$ cat src/hdl/lie_defs.vh
/*
 Constants for the ladder input logic evaluator: operation codes, function
 codes, stack depth and sizes of the edge-history memory.
 Assumes it is included by bare name from hdl/ design files.
*/
`ifndef LIE_DEFS_VH
`define LIE_DEFS_VH

`define LIE_OP_W          4
`define LIE_OP_NOP        4'h0
`define LIE_OP_START      4'h1
`define LIE_OP_START_INV  4'h2
`define LIE_OP_SER        4'h3
`define LIE_OP_SER_INV    4'h4
`define LIE_OP_PAR        4'h5
`define LIE_OP_PAR_INV    4'h6
`define LIE_OP_SER_JOIN   4'h7
`define LIE_OP_PAR_JOIN   4'h8
`define LIE_OP_FUNC       4'h9

`define LIE_POS_W         2
`define LIE_POS_START     2'h0
`define LIE_POS_SER       2'h1
`define LIE_POS_PAR       2'h2

`define LIE_FC_W          10
`define LIE_FC_INVERT     10'd520
`define LIE_FC_RISE       10'd521
`define LIE_FC_FALL       10'd522
`define LIE_FC_TEST       10'd350
`define LIE_FC_TEST_INV   10'd351

`define LIE_WORD_W        16
`define LIE_BITN_W        4
`define LIE_STACK_DEPTH   8
`define LIE_SP_W          4
`define LIE_SP_FULL       4'h8
`define LIE_LOC_W         6
`define LIE_LOC_COUNT     64

`endif

$ cat src/hdl/lie_evaluator.v
/*
 Ladder input logic evaluator: executes one sequence-input instruction per
 valid cycle and keeps the execution condition, a block-result stack and a
 per-location edge history.
 Assumes fetch and operand read logic on clk_in presents decoded operation,
 operand bit, source word and bit number in the same cycle as instr_valid_in.
*/
`timescale 1ns/1ps
`include "lie_defs.vh"

// Behaviour
// - Start-load begins a block with condition equal to operand bit.
// - Inverted start-load begins a block with complemented operand bit.
// - Series contact ANDs condition with operand bit.
// - Inverted series contact ANDs condition with complemented operand bit.
// - Parallel contact ORs condition with operand bit.
// - Inverted parallel contact ORs condition with complemented operand bit.
// - Series block join ANDs the two most recent block results.
// - Parallel block join ORs the two most recent block results.
// - Function 520 complements the current condition.
// - Function 521 gives true for one scan on false-to-true change.
// - Function 522 gives true for one scan on true-to-false change.
// - Function 350 yields the selected bit of the source word.
// - Function 351 yields the complement of the selected word bit.
// - Word bit tests work as block start, series or parallel term.
module lie_evaluator
(
    input  wire                     clk_in,
    input  wire                     srst_in,
    input  wire                     instr_valid_in,
    input  wire [`LIE_OP_W-1:0]     op_in,
    input  wire [`LIE_FC_W-1:0]     func_code_in,
    input  wire [`LIE_POS_W-1:0]    position_in,
    input  wire                     operand_bit_in,
    input  wire [`LIE_WORD_W-1:0]   source_word_in,
    input  wire [`LIE_BITN_W-1:0]   bit_number_in,
    input  wire [`LIE_LOC_W-1:0]    location_in,
    input  wire                     scan_start_in,
    output reg                      exec_cond_out,
    output reg                      done_out,
    output reg                      stack_error_out
);

    localparam ST_IDLE = 2'b01;
    localparam ST_EXEC = 2'b10;

    reg  [1:0]                  state_next;
    reg                         cond_reg;
    reg                         cond_next;
    reg  [`LIE_SP_W-1:0]        sp_reg;
    reg  [`LIE_SP_W-1:0]        sp_next;
    reg                         push;
    reg                         err_next;
    reg  [`LIE_STACK_DEPTH-1:0] stack_mem;
    reg  [`LIE_STACK_DEPTH-1:0] stack_wr;
    // Edge history: one bit per program location
    reg  [`LIE_LOC_COUNT-1:0]   hist_mem;
    reg  [`LIE_LOC_COUNT-1:0]   hist_sel;
    reg                         hist_wr;
    reg                         top_bit;
    reg                         test_bit;
    reg                         term;
    reg                         prev_in;
    reg  [`LIE_SP_W-1:0]        top_idx;

    // Function position start/series/parallel reuses the contact datapath
    always @*
    begin
        // An empty stack reads a stale entry here, but no join then uses it
        top_idx    = sp_reg - 4'h1;
        top_bit    = stack_mem[top_idx[2:0]];
        test_bit   = source_word_in[bit_number_in];
        prev_in    = hist_mem[location_in];
        state_next = ST_IDLE;
        cond_next  = cond_reg;
        sp_next    = sp_reg;
        push       = 1'b0;
        hist_wr    = 1'b0;
        err_next   = 1'b0;
        stack_wr   = {`LIE_STACK_DEPTH{1'b0}};
        hist_sel   = {`LIE_LOC_COUNT{1'b0}};
        term       = operand_bit_in;
        if (instr_valid_in)
        begin
            state_next = ST_EXEC;
            case (op_in)
                `LIE_OP_START:     term = operand_bit_in;
                `LIE_OP_START_INV: term = ~operand_bit_in;
                `LIE_OP_SER:       term = operand_bit_in;
                `LIE_OP_SER_INV:   term = ~operand_bit_in;
                `LIE_OP_PAR:       term = operand_bit_in;
                `LIE_OP_PAR_INV:   term = ~operand_bit_in;
                default:           term = (func_code_in == `LIE_FC_TEST_INV) ?
                                          ~test_bit : test_bit;
            endcase
            case (op_in)
                `LIE_OP_START, `LIE_OP_START_INV:
                begin
                    push      = 1'b1;
                    cond_next = term;
                end
                `LIE_OP_SER, `LIE_OP_SER_INV:
                    cond_next = cond_reg & term;
                `LIE_OP_PAR, `LIE_OP_PAR_INV:
                    cond_next = cond_reg | term;
                `LIE_OP_SER_JOIN, `LIE_OP_PAR_JOIN:
                begin
                    // Join on an empty stack keeps the condition and is flagged
                    if (sp_reg == 4'h0)
                        err_next = 1'b1;
                    else
                    begin
                        sp_next = sp_reg - 4'h1;
                        if (op_in == `LIE_OP_SER_JOIN)
                            cond_next = top_bit & cond_reg;
                        else
                            cond_next = top_bit | cond_reg;
                    end
                end
                `LIE_OP_FUNC:
                begin
                    case (func_code_in)
                        `LIE_FC_INVERT:
                            cond_next = ~cond_reg;
                        `LIE_FC_RISE:
                        begin
                            cond_next = cond_reg & ~prev_in;
                            hist_wr   = 1'b1;
                        end
                        `LIE_FC_FALL:
                        begin
                            cond_next = ~cond_reg & prev_in;
                            hist_wr   = 1'b1;
                        end
                        `LIE_FC_TEST, `LIE_FC_TEST_INV:
                        begin
                            case (position_in)
                                `LIE_POS_START:
                                begin
                                    push      = 1'b1;
                                    cond_next = term;
                                end
                                `LIE_POS_SER: cond_next = cond_reg & term;
                                `LIE_POS_PAR: cond_next = cond_reg | term;
                                // The fourth position code has no meaning
                                default:      err_next  = 1'b1;
                            endcase
                        end
                        default: err_next = 1'b1;
                    endcase
                end
                default: state_next = ST_EXEC;
            endcase
            // Stack holds only pending blocks; overflow is flagged, not wrapped
            if (push)
            begin
                if (sp_reg == `LIE_SP_FULL)
                    err_next = 1'b1;
                else
                begin
                    sp_next               = sp_reg + 4'h1;
                    stack_wr[sp_reg[2:0]] = 1'b1;
                end
            end
            // Only the executing location's history bit is rewritten
            if (hist_wr)
                hist_sel[location_in] = 1'b1;
        end
    end

    always @(posedge clk_in)
    begin
        if (srst_in)
        begin
            cond_reg        <= 1'b0;
            sp_reg          <= 4'h0;
            exec_cond_out   <= 1'b0;
            done_out        <= 1'b0;
            stack_error_out <= 1'b0;
        end
        else
        begin
            // A scan start wins over the result so every scan begins clean
            cond_reg        <= scan_start_in ? 1'b0 : cond_next;
            sp_reg          <= scan_start_in ? 4'h0 : sp_next;
            // Idle cycles hold the last answer, even across a scan clear
            exec_cond_out   <= instr_valid_in ? cond_next : exec_cond_out;
            done_out        <= (state_next == ST_EXEC);
            stack_error_out <= err_next;
        end
    end

    // One flop per stack entry; the pushed value is the pending block result
    genvar gs;
    generate
        for (gs = 0; gs < `LIE_STACK_DEPTH; gs = gs + 1)
        begin : g_stack
            always @(posedge clk_in)
            begin
                if (!srst_in && stack_wr[gs])
                    stack_mem[gs] <= cond_reg;
            end
        end
    endgenerate

    // History survives scans; cleared only by reset so first edge is seen
    genvar gh;
    generate
        for (gh = 0; gh < `LIE_LOC_COUNT; gh = gh + 1)
        begin : g_hist
            always @(posedge clk_in)
            begin
                if (srst_in)
                    hist_mem[gh] <= 1'b0;
                else if (hist_sel[gh])
                    hist_mem[gh] <= cond_reg;
            end
        end
    endgenerate

endmodule

$ cat config.mk
export PLATFORM = sky130hd
export DESIGN_NAME = lie_evaluator
export DESIGN_NICKNAME = d
export VERILOG_FILES = /design/src/hdl/lie_evaluator.v
export VERILOG_INCLUDE_DIRS = /design/src /design/src/hdl
export SDC_FILE = /design/constraint.sdc
export NUM_CORES = 1
export LEC_CHECK = 0
export ABC_AREA = 0
export BUFFER_PORTS_ARGS = -buffer_cell sky130_fd_sc_hd__buf_2
export CORE_UTILIZATION = 51
export CTS_CLUSTER_DIAMETER = 50
export DETAILED_ROUTE_END_ITERATION = 7
export GPL_ROUTABILITY_DRIVEN = 0
export GPL_TIMING_DRIVEN = 1
export PLACE_DENSITY = 0.73
export SYNTH_ARGS = -nofsm -noshare
export SYNTH_HDL_FRONTEND = slang
export SYNTH_SLANG_ARGS = --single-unit
export TNS_END_PERCENT = 100
$ cat constraint.sdc
create_clock -name clk_in -period 2.4 [get_ports clk_in]
set_input_delay 0 -clock clk_in [delete_from_list [all_inputs] [get_ports clk_in]]
set_output_delay 0 -clock clk_in [all_outputs]
set_load 0.005 [all_outputs]
==> impl_summary.md, run 1 <==
STA
Based on the critical path, the design can be clocked at up to 455 MHz. Setup repair after global routing left no endpoint under its margin. For the final database, setup skew stands at 0.0103 ns. Setup violations remaining at the end of the flow were counted as 0. The headroom to the max-slew limit is 0.506. The setup slack of the critical path after layout is 0.201 ns. Dividing the final minimum period by the clock period gives 0.916.

The final count of hold timing violations is 0. The minimum clock period is 2.20 ns. In the final timing run, aggregate negative setup slack is 0 ns. The count of pins over their slew limit is 0. The actual slew at the worst max-slew pin is 0.741 ns.

Place
The area of placed instances is 0.00488 sq mm. The number of placed cells counting well taps is 695. Port buffering added 49 buffers. The setup slack after placement is 0.112 ns. After legalization and detailed placement, the total HPWL measured 9070 um.

Worst setup path
The launch instance of the worst register-to-register path is sp_reg[0]$_SDFFE_PP0P_. The kind of start point of the critical path is a flip-flop. Traced cell by cell, the critical path runs through inv_1 -> ha_4 -> mux2i_1 -> mux4_2 -> o21bai_1 -> a21oi_1 -> nand2b_1 -> a211oi_2 -> a311oi_2. STA classifies the critical path endpoint as a flip-flop. In this run the critical register-to-register path is captured at exec_cond_out$_SDFFE_PP0P_. The worst stage delay on the critical path is 0.47 ns. The data arrival time at the worst-slack endpoint is 2.46 ns. The maximum net fanout on the critical path is 5. The worst-case register-to-register setup slack is 0.20 ns. The data required time of the critical path is 2.66 ns.

Counting cells, the worst reg-to-reg path comes to 9. On the critical path, the stage with the largest delay is an instance of sky130_fd_sc_hd__mux4_2. The critical path is of the flip-flop to flip-flop type.

Tracing the worst setup path back leads to its startpoint at sp_reg[0]$_SDFFE_PP0P_.

CTS
The buffer type at the clock tree root is sky130_fd_sc_hd__clkbuf_8. The clock buffer count from CTS is 9. Clock-pin slew was measured on the worst setup and hold paths at 0.08 ns. The count of clock tree sinks is 80. The buffer depth of the longest clock path is 2. TritonCTS built the clock tree. The depth of the CTS H-tree is 3. The source-to-sink clock delay at the later pin of the worst-skew pair is 0.35 ns.

Cells and area
The area of all sequential standard cells is 0.00168 sq mm. The finished layout holds 712 standard cells, fillers aside. In the final design database the tool counted 649 nets. The synthesis-to-finish area growth is 11.5%. The register with the most flip-flops in the layout has 64 of them.

0 antenna diodes ended up in the layout. The fraction of layout cells with a size suffix above 1 is 0.179. The final core area utilization is 0.584.

Once layout is done, the placed cells without fillers occupy 0.00507 sq mm. The multi-input combinational cells in the finished layout cover a total of 0.00265 sq mm. Counting the fill cells in the layout gives 798.

Global route
The total global routing overflow is 0. Across every metal layer, demand over resource in global routing totals 0.296. The via count of the first global-routing pass is 4315. The first global-routing pass estimated 21200 um of wire. Entering global routing, the biggest net connects 72 pins. The initial antenna violation count is 0.

Routing
The first-pass iteration count of the detailed router is 6. For this run, design rule violations remaining after detail routing come to 0. Wires add up to 13400 um. The total via count in the routed design is 4708.

In the routed layout, each cell is associated on average with a via count of 6.61. The first-iteration detailed-routing DRC count is 555. Once detail routing completed, the nets flagged for antenna violations numbered 0. After detailed routing, the average wire length per cell comes to 18.8 um.

Min path
The path type of the worst min-delay path is input pin to flip-flop. The source of the worst hold timing path is instr_valid_in. The worst hold path was traced through 2 stages.

The destination of the worst hold path is exec_cond_out$_SDFFE_PP0P_.

Synth
Of the post-synthesis cell area, the dominant cell type holds 0.317. After synthesis, the cell types taking the most area are sky130_fd_sc_hd__dfxtp_1, sky130_fd_sc_hd__o21ai_0, sky130_fd_sc_hd__a21oi_1. In the synthesized netlist the dominant register cell turns out to be sky130_fd_sc_hd__dfxtp_1.

The count of flip-flops with a built-in enable after synthesis is 8. The post-synthesis instance area is 0.00455 sq mm. In this run the mean area of a mapped cell was 8.14 sq um.

The number of nets in the synthesized netlist is 608. The fraction of registers with async set or reset after synthesis is 0. The portion of the post-synthesis area used by sequential elements is 0.370. During synthesis, Yosys emitted a total of 0 warnings.

The register bit total from synthesis is 80. The number of instances in the synthesized netlist is 559. The dominant cell type by area after synthesis is sky130_fd_sc_hd__dfxtp_1. The count of cell types in the netlist is 65.

Die
The die span in y is 96.4 um. The effective utilization at floorplan is 0.524. The area of the core is 0.00868 sq mm. The number of placement rows is 34. In this run the horizontal extent of the chip is 96.4 um. The floorplan step defined a die boundary enclosing 0.00930 sq mm. Pin placement for this block handled 50 I/O pins.

Flow run
The tool flagged a number of max-cap violations equal to 0.

Power
The maximum vdd drop is 0.395 mV. Dividing total power by cell area gives a power density of 494 mW/mm^2. Summed over all cells, the static leakage comes to 1.71 nW.

Outcome
The run finished with clean final reports.
[critical path, delay by kind of cell, from the launching register on]
kind	cells	cell delay (ns)
simple gates	1	0.13
mux	2	0.59
buf+inv	1	0.10
fa+ha+maj	1	0.28
flops	1	0.38
compound gates	4	0.62
[report_power, final]
| part | internal, W | leakage, nW | switching, W |
|---|---|---|---|
| Sequential | 0.00135 | 0.663 | 0.00000161 |
| Combinational | 0.000114 | 0.973 | 0.000190 |
| Clock | 0.000366 | 0.0789 | 0.000488 |
| Total | 0.00183 | 1.71 | 0.000680 |
[layout make-up]
cell class	count	area share
multi-input cells	430	0.523
flip-flops and latches	80	0.332
repair buffers	72	0.0834
well taps	108	0.0266
clock buffers	11	0.0259
inverters	7	0.00518
clock inverters	4	0.00444
[worst max path at each step]
stage,to,slack [ns],cells past startpoint
global route,exec_cond_out$_SDFFE_PP0P_,0.07,9
detailed placement,exec_cond_out$_SDFFE_PP0P_,0.11,9
finish,exec_cond_out$_SDFFE_PP0P_,0.20,9
global placement,exec_cond_out$_SDFFE_PP0P_,0.14,9
floorplan,exec_cond_out$_SDFFE_PP0P_,0.17,10
CTS,exec_cond_out$_SDFFE_PP0P_,0.06,9
[synthesized netlist by cell type, types with 3 or more instances]
cell	n
sky130_fd_sc_hd__mux2_2	3
sky130_fd_sc_hd__mux2i_1	11
sky130_fd_sc_hd__and3_1	4
sky130_fd_sc_hd__nor2b_1	5
sky130_fd_sc_hd__nand4_1	3
sky130_fd_sc_hd__and2_1	5
sky130_fd_sc_hd__buf_2	6
sky130_fd_sc_hd__nand3_1	69
sky130_fd_sc_hd__buf_6	5
sky130_fd_sc_hd__a221oi_1	21
sky130_fd_sc_hd__a21boi_0	3
sky130_fd_sc_hd__o21ai_0	76
sky130_fd_sc_hd__nor3_1	10
sky130_fd_sc_hd__buf_1	7
sky130_fd_sc_hd__edfxtp_1	8
sky130_fd_sc_hd__xor2_1	5
sky130_fd_sc_hd__a22o_1	4
sky130_fd_sc_hd__a21oi_1	74
sky130_fd_sc_hd__dfxtp_1	72
sky130_fd_sc_hd__o22ai_1	9
sky130_fd_sc_hd__inv_1	6
sky130_fd_sc_hd__mux4_2	5
sky130_fd_sc_hd__nor2_1	27
sky130_fd_sc_hd__clkbuf_1	23
sky130_fd_sc_hd__or4_1	3
sky130_fd_sc_hd__nand2_1	30
sky130_fd_sc_hd__or2_2	3
sky130_fd_sc_hd__nand2b_1	7
[per-layer routing]
layer  vias up  part of all wire  GRT usage
li1       2185                 -          -
met1      2249              0.43      0.408
met2       249              0.47      0.469
met3        25             0.083     0.0430
met4         0             0.017      0.115
met5         -                 0          0
[metrics by stage]
stage / total power [W] / hold slack [ns]
final: 0.00251 / 0.0576
after global placement: 0.00167 / 0.186
after detailed placement: 0.00167 / 0.190
after floorplan: 0.00157 / 0.0767
after global routing: 0.00259 / 0.0513
after CTS: 0.00251 / 0.0399
[logic make-up (layout without fill, tap and decap cells)]
family,Yosys count,after routing,share of synthesized area
AOI/OAI and AO/OA,214,214,0.285
xor gates and xnor gates,6,6,0.0116
adders and majority gates,2,2,0.00550
buffers and inverters,49,94,0.0512
DFF,80,80,0.370
muxes,19,19,0.0564
and+or+nand+nor,189,189,0.221
[layout by cell type (no fill, tap or decap), types with 8 or more instances in the layout]
cell                        n
sky130_fd_sc_hd__dfxtp_1   71
sky130_fd_sc_hd__a21oi_1   74
sky130_fd_sc_hd__edfxtp_1   8
sky130_fd_sc_hd__buf_2     49
sky130_fd_sc_hd__clkbuf_8   9
sky130_fd_sc_hd__o22ai_1    9
sky130_fd_sc_hd__nand2_1   30
sky130_fd_sc_hd__a221oi_1  21
sky130_fd_sc_hd__nor3_1    10
sky130_fd_sc_hd__nor2_1    27
sky130_fd_sc_hd__mux2i_1   11
sky130_fd_sc_hd__nand3_1   69
sky130_fd_sc_hd__buf_4     21
sky130_fd_sc_hd__o21ai_0   76
[repair_timing]
action / 4_1_cts / 5_1_grt
setup buffers: 0 / 0
resized for setup: 0 / 3
endpoints found under the setup margin: 0 / 2
hold endpoints to repair: 3 / 0
hold buffers: 2 / 0
Power figures use the tool's default switching activity.
==> run 2: changes to the inputs <==
==> constraint.sdc (replaced) <==
create_clock -name clk_in -period 2.4 [get_ports clk_in]
set_input_delay 0.24 -clock clk_in [delete_from_list [all_inputs] [get_ports clk_in]]
set_output_delay 0.24 -clock clk_in [all_outputs]
set_load 0.005 [all_outputs]
==> run 2 against run 1 <==
Net effect:
- die area is the same
- clock power grew 49%
- via count grew 0.68%
- clock skew grew 0.0067 ns
- critical path depth is the same
- cell area grew 2.9%
- utilization grew 1.7 points
- register-to-register slack lost 0.09 ns
- total power grew 17%
==> impl_summary.md, run 2 (synthesized netlist as in run 1, its figures left out) <==
Worst setup path
The count of cells along the worst register-to-register path is 9 (unchanged). The kind of start point of the critical path is a flip-flop. The worst setup path is captured at a flip-flop. The critical path launch point is sp_reg[0]$_SDFFE_PP0P_.

The worst-case register-to-register setup slack is 0.11 ns (-0.09 ns). The launch instance of the worst register-to-register path is sp_reg[0]$_SDFFE_PP0P_. The slowest stage of the critical path is the sky130_fd_sc_hd__mux4_2 cell. The worst stage delay on the critical path is 0.46 ns (about the same). The maximum net fanout on the critical path is 5 (unchanged). The data required time of the critical path is 2.69 ns (+0.03 ns).

Following the worst setup path forward leads to its endpoint at exec_cond_out$_SDFFE_PP0P_. The data arrival time at the worst-slack endpoint came to 2.58 ns (+0.12 ns). Walking the worst path, the cells encountered are inv_1 -> ha_2 -> mux2i_1 -> mux4_2 -> o21bai_1 -> a21oi_1 -> nand2b_1 -> a211oi_1 -> a311oi_2. The critical register-to-register path endpoint is exec_cond_out$_SDFFE_PP0P_. The setup path with the least slack is of type flip-flop to flip-flop.

Die
The full die area came to 0.00930 sq mm (unchanged). The number of placement rows is 34 (unchanged). The I/O pin count is 50 (unchanged). The area of the core is 0.00868 sq mm (unchanged). The die span in y came to 96.4 um (unchanged). The chip width came to 96.4 um (unchanged).

The effective utilization at floorplan was 0.524 (unchanged).

Global route
The total global routing overflow was 0 (unchanged). The maximum number of pins on one net before global-route repair is 68 (-5.6%). The via count of the first global-routing pass came to 4445 (+3.0%).

The wire length of the first global-routing pass came to 22100 um (+4.5%). The total routing usage reported by global routing is 0.311 (+0.0144). The initial antenna violation count came to 0 (unchanged).

CTS
The clock transition time at the flip-flop clock pins of the worst setup and hold paths is 0.09 ns (about the same). The source-to-sink clock delay at the later pin of the worst-skew pair was 0.37 ns (+0.02 ns). The buffer count from post-CTS setup fixing is 0 (unchanged). The CTS tree is built.

The buffer depth of the longest clock path is 2 (unchanged). The clock buffer count from CTS is 9 (unchanged). The post-CTS resize count is 0 (unchanged).

The depth of the CTS H-tree came to 3 (unchanged). CTS placed an instance of sky130_fd_sc_hd__clkbuf_8 at the clock tree root. The count of clock tree sinks is 80 (unchanged).

The count of hold buffers inserted by post-cts repair was 0 (-2).

Power
The leakage power total came to 1.80 nW (+5.1%). The switching part of the total came to 0.242 (-0.0292). The maximum vdd drop was 0.299 mV (-24%). The net switching power figure is 0.000710 W (+4.3%).

The power density relative to cell area is 562 mW/mm^2 (+14%). The fraction of power consumed by the clock network came to 0.433 (+0.092). The internal power is 0.00222 W (+22%). The part of the power in combinational logic was 0.106 (-0.015). The power share of the sequential group is 0.461 (-0.077).

Min path
The path type of the worst min-delay path is input pin to flip-flop.

STA
Setup repair after global routing left no endpoint under its margin. The count of pins over their slew limit was 0 (unchanged). The final-report setup violation count is 0 (unchanged). The worst hold slack after final layout was 0.0238 ns (-0.0338 ns). The headroom to the max-slew limit is 0.510 (+0.00353).

The ratio of final minimum period to clock period is 0.954 (+0.0379). The minimum clock period is 2.29 ns (+0.0910 ns). The final count of hold timing violations is 0 (unchanged).

The total negative slack was 0 ns (unchanged). The actual slew at the worst max-slew pin is 0.736 ns (-0.00529 ns). The upper clock frequency limit came to 437 MHz (-4.0%). The final clock skew was 0.0170 ns (+0.00672 ns).

Cells and area
The fill cell total of the finished layout is 802 (+0.50%). The count of antenna diodes in the layout is 0 (unchanged). The fraction of layout cells with a size suffix above 1 is 0.196 (+0.0170).

The library cells used most frequently in the layout, excluding fill and tap cells, are sky130_fd_sc_hd__o21ai_0, sky130_fd_sc_hd__a21oi_1, sky130_fd_sc_hd__dfxtp_1. The number of nets in the layout is 658 (+1.4%). The commonest non-fill, non-tap cell in the layout is sky130_fd_sc_hd__o21ai_0. The area of all sequential standard cells is 0.00168 sq mm (about the same). The area of the multi-input gates is 0.00264 sq mm (-0.57%).

The synthesis-to-finish area growth is 14.7%. The final core area utilization is 0.601 (+0.0169). The flip-flop count of the largest register, all copies and words added is 64 (unchanged).

Routing
The first-iteration detailed-routing DRC count came to 549 (-1.1%). The final routed wire length divided by cell count is 19.3 um (+2.3%). The final wirelength was 13900 um (+3.6%). The total via count in the routed design was 4740 (+0.68%). The remaining number of nets flagged by the antenna check after routing is 0 (unchanged). The average vias per placed instance is 6.57 (-0.58%). The post-route DRC violation count is 0 (unchanged).

The first-pass iteration count of the detailed router is 5 (-1).

Flow run
The max-cap violation count came to 0 (unchanged).

Place
The port buffer count is 49 (unchanged). The half-perimeter wire length of the detailed placement result is 9720 um (+7.2%).

Outcome
The run finished with clean final reports.
run 2: cell types whose count changed in the layout (fill, tap and decap cells not counted), sizes merged:
cell / delta
dlygate4sd3: -2
bufinv: +3
clkinvlp: -1
inv: +1
buf: +11
clkinv: -3
run 2: power groups by stage:
stage / sequential [W] / clock, W / combinational (W)
floorplan: 0.00138 / 0 / 0.000193
global placement: 0.00138 / 0 / 0.000295
detailed placement: 0.00138 / 0 / 0.000304
CTS: 0.00135 / 0.00126 / 0.000305
global route: 0.00135 / 0.00132 / 0.000336
finish: 0.00135 / 0.00127 / 0.000312
run 2: worst min path at each step:
stage	from	to	slack, ns	depth (start not counted)
2_1_floorplan	scan_start_in	sp_reg[0]$_SDFFE_PP0P_	0.32	1
3_3_place_gp	scan_start_in	sp_reg[0]$_SDFFE_PP0P_	0.42	2
3_5_place_dp	scan_start_in	sp_reg[0]$_SDFFE_PP0P_	0.42	2
4_1_cts	scan_start_in	sp_reg[0]$_SDFFE_PP0P_	0.03	2
5_1_grt	scan_start_in	sp_reg[0]$_SDFFE_PP0P_	0.04	2
6_report	scan_start_in	sp_reg[0]$_SDFFE_PP0P_	0.02	2
run 2: final cells by class:
class,count,area share
inverters,7,0.00503
clock buffers,11,0.0292
flip-flops and latches,80,0.323
well taps,108,0.0259
multi-input cells,430,0.505
repair buffers,81,0.0930
clock inverters,4,0.0189
run 2: layer usage:
metal  global-route usage  wire, um  vias to the layer above
li1                     -         -                     2206
met1                0.414      5970                     2266
met2                0.493      6490                      241
met3               0.0712      1180                       27
met4                0.110       247                        0
met5                    0         0                        -
run 2: critical path, delay by kind of cell (launching register included):
family / cells / cell delay, ns
buffers and inverters: 1 / 0.07
adders and majority gates: 1 / 0.39
AOI/OAI and AO/OA: 4 / 0.68
muxes: 2 / 0.56
and+or+nand+nor: 1 / 0.13
DFF: 1 / 0.37
run 2: metrics by stage:
stage | area [sq um] | power [W] | worst slack [ns] | instances
3_5_place_dp | 4960 | 0.00169 | 0.0136 | 706
2_1_floorplan | 4550 | 0.00157 | 0.166 | 559
5_1_grt | 5220 | 0.00301 | 0.0315 | 721
3_3_place_gp | 4960 | 0.00168 | 0.131 | 706
6_report | 5220 | 0.00293 | 0.109 | 721
4_1_cts | 5220 | 0.00292 | 0.000813 | 721
==> run 3: changes to the inputs <==
--- a/config.mk
+++ b/config.mk
@@ -8,12 +8,12 @@
 export LEC_CHECK = 0
 export ABC_AREA = 0
 export BUFFER_PORTS_ARGS = -buffer_cell sky130_fd_sc_hd__buf_2
-export CORE_UTILIZATION = 51
+export CORE_UTILIZATION = 53
 export CTS_CLUSTER_DIAMETER = 50
 export DETAILED_ROUTE_END_ITERATION = 7
 export GPL_ROUTABILITY_DRIVEN = 0
 export GPL_TIMING_DRIVEN = 1
-export PLACE_DENSITY = 0.73
+export PLACE_DENSITY = 0.75
 export SYNTH_ARGS = -nofsm -noshare
 export SYNTH_HDL_FRONTEND = slang
 export SYNTH_SLANG_ARGS = --single-unit
==> run 3 against run 2 <==
Net effect:
- register-to-register slack gained 0.04 ns
- cell area shrank 0.24%
- setup slack gained 0.038 ns
- worst hold slack gained 0.0026 ns
- die area shrank 3.7%
- total power shrank 4.3%
- largest power group unchanged
==> impl_summary.md, run 3 (synthesized netlist as in run 1, its figures left out) <==
Worst setup path
The worst stage delay on the critical path is 0.49 ns (+0.03 ns). The data required time of the critical path is 2.69 ns (about the same). The maximum net fanout on the critical path is 5 (unchanged). STA classifies the critical path endpoint as a flip-flop.

The largest individual stage delay along the critical path comes from the cell sky130_fd_sc_hd__mux4_2. The data arrival time at the worst-slack endpoint is 2.54 ns (-0.04 ns). The critical path in this run is classified as flip-flop to flip-flop. The kind of start point of the critical path is a flip-flop. Traced cell by cell, the critical path runs through inv_1 -> ha_4 -> mux2i_1 -> mux4_2 -> o21bai_1 -> a21oi_1 -> nand2b_1 -> a211oi_1 -> a311oi_2.

Place
The half-perimeter wire length of the detailed placement result is 9500 um (-2.2%). The number of placed cells counting well taps is 704 (-0.28%). The port buffer count was 49 (unchanged).

CTS
The depth of the CTS H-tree was 3 (unchanged). The clock transition time at the flip-flop clock pins of the worst setup and hold paths is 0.10 ns (about the same). The clock buffer count from CTS is 9 (unchanged).

The buffer depth of the longest clock path is 2 (unchanged). The source-to-sink clock delay at the later pin of the worst-skew pair was 0.37 ns (about the same). The count of hold buffers inserted by post-cts repair is 0 (unchanged). The buffer count from post-CTS setup fixing is 0 (unchanged).

The post-CTS resize count was 0 (unchanged). The count of clock tree sinks is 80 (unchanged). The CTS tree is built. The buffer type at the clock tree root is sky130_fd_sc_hd__clkbuf_8.

Power
The internal power is 0.00207 W (-7.0%). The switching part of the total is 0.264 (+0.0216). The total power is 0.00281 W (-4.3%).

The leakage power total is 1.79 nW (-0.73%). The fraction of power consumed by the clock network came to 0.409 (-0.024). The part of the power in combinational logic was 0.110 (+0.004).

The net switching power figure is 0.000740 W (+4.2%). The power share of the sequential group is 0.481 (+0.020). The power density relative to cell area is 539 mW/mm^2 (-4.1%). The maximum vdd drop was 0.417 mV (+39%).

Die
The die span in y is 94.6 um (-1.9%). The I/O pin count is 50 (unchanged). The number of placement rows is 33 (-2.9%).

The full die area is 0.00896 sq mm (-3.7%). The chip width was 94.6 um (-1.9%). The effective utilization at floorplan is 0.551 (+0.0267). The area of the core is 0.00826 sq mm (-4.8%).

Global route
The total global routing overflow was 0 (unchanged). The via count of the first global-routing pass is 4541 (+2.2%). The wire length of the first global-routing pass is 22000 um (-0.38%).

The initial antenna violation count is 0 (unchanged). The maximum number of pins on one net before global-route repair came to 68 (unchanged). The total routing usage reported by global routing is 0.314 (+0.00318).

Cells and area
The fraction of layout cells with a size suffix above 1 was 0.198 (+0.00262). The top cell types in the final layout, fill and taps aside, are sky130_fd_sc_hd__o21ai_0, sky130_fd_sc_hd__a21oi_1, sky130_fd_sc_hd__dfxtp_1. The fill cell total of the finished layout was 759 (-5.4%).

The flip-flop count of the largest register, all copies and words added is 64 (unchanged). The area of the multi-input gates is 0.00265 sq mm (+0.38%). The area of all sequential standard cells was 0.00168 sq mm (about the same). The number of non-filler instances in the completed layout was 720 (-0.14%). The count of antenna diodes in the layout is 0 (unchanged). Leaving out fill and tap cells, the most frequent cell in the layout is sky130_fd_sc_hd__o21ai_0.

The synthesis-to-finish area growth is 14.5%. The number of nets in the layout is 659 (+0.15%).

STA
The final clock skew is 0.0125 ns (-0.00453 ns). The actual slew at the worst max-slew pin is 0.747 ns (+0.0114 ns). The count of pins over their slew limit is 0 (unchanged). Setup repair after global routing left no endpoint under its margin. The upper clock frequency limit is 444 MHz (+1.7%). The minimum clock period is 2.25 ns (-0.0376 ns). The final count of hold timing violations is 0 (unchanged). The total negative slack is 0 ns (unchanged). The ratio of final minimum period to clock period is 0.939 (-0.0157).

The headroom to the max-slew limit is 0.500 (-0.00944). The final-report setup violation count is 0 (unchanged).

Outcome
The run finished with clean final reports.

Routing
The final routed wire length divided by cell count came to 18.5 um (-3.9%). The first-pass iteration count of the detailed router is 5 (unchanged). The post-route DRC violation count was 0 (unchanged). The total via count in the routed design is 4783 (+0.91%). The average vias per placed instance was 6.64 (+1.0%). The remaining number of nets flagged by the antenna check after routing was 0 (unchanged).

The first-iteration detailed-routing DRC count is 363 (-34%). The final wirelength is 13300 um (-4.0%).

Min path
The tightest min-delay check is of the input pin to flip-flop type.

Flow run
The max-cap violation count is 0 (unchanged).
-- run 3: per-layer routing --
layer / up-vias / global-route usage / routed length, um
li1: 2217 / - / -
met1: 2299 / 0.419 / 5790
met2: 237 / 0.499 / 6190
met3: 30 / 0.0668 / 1140
met4: 0 / 0.114 / 210
met5: - / 0 / 0
-- run 3: metrics by stage --
stage | setup slack (ns) | cell area (sq um) | utilization | hold slack [ns]
3_3_place_gp | 0.161 | 4970 | 0.602 | 0.426
3_5_place_dp | 0.0481 | 4970 | 0.602 | 0.429
2_1_floorplan | 0.166 | 4550 | - | 0.317
4_1_cts | 0.00197 | 5190 | 0.629 | 0.0297
6_report | 0.147 | 5210 | 0.630 | 0.0264
5_1_grt | 0.00611 | 5210 | 0.630 | 0.0327
-- run 3: power groups by stage --
stage	Sequential [W]	Clock [W]	Combinational, W
2_1_floorplan	0.00138	0	0.000193
3_3_place_gp	0.00138	0	0.000292
3_5_place_dp	0.00138	0	0.000300
4_1_cts	0.00135	0.00115	0.000302
5_1_grt	0.00135	0.00122	0.000336
6_report	0.00135	0.00115	0.000308
-- run 3: area by class of cell --
class	count	share of cell area
multi-input cells	430	0.508
flip-flops and latches	80	0.323
repair buffers	82	0.0947
well taps	105	0.0252
clock buffers	9	0.0238
clock inverters	7	0.0197
inverters	7	0.00505
-- run 3: path summary, 6_finish.rpt --
kind	end	cells after the start	startpoint	slack, ns
worst max-delay path	exec_cond_out$_SDFFE_PP0P_	9	sp_reg[0]$_SDFFE_PP0P_	0.15
worst min-delay path	sp_reg[0]$_SDFFE_PP0P_	2	scan_start_in	0.03
worst max register to register	exec_cond_out$_SDFFE_PP0P_	9	sp_reg[0]$_SDFFE_PP0P_	0.15
worst min register to register	hist_mem[62]$_SDFFE_PP0P_	2	hist_mem[62]$_SDFFE_PP0P_	0.48
-- run 3: critical path, delay by kind of cell, from the launching register on --
kind	cells	cell delay, ns
AND/OR/NAND/NOR	1	0.11
multiplexers	2	0.62
AO/OA/AOI/OAI	4	0.64
buffers and inverters	1	0.11
flip-flops	1	0.40
adder cells (fa/ha/maj)	1	0.28
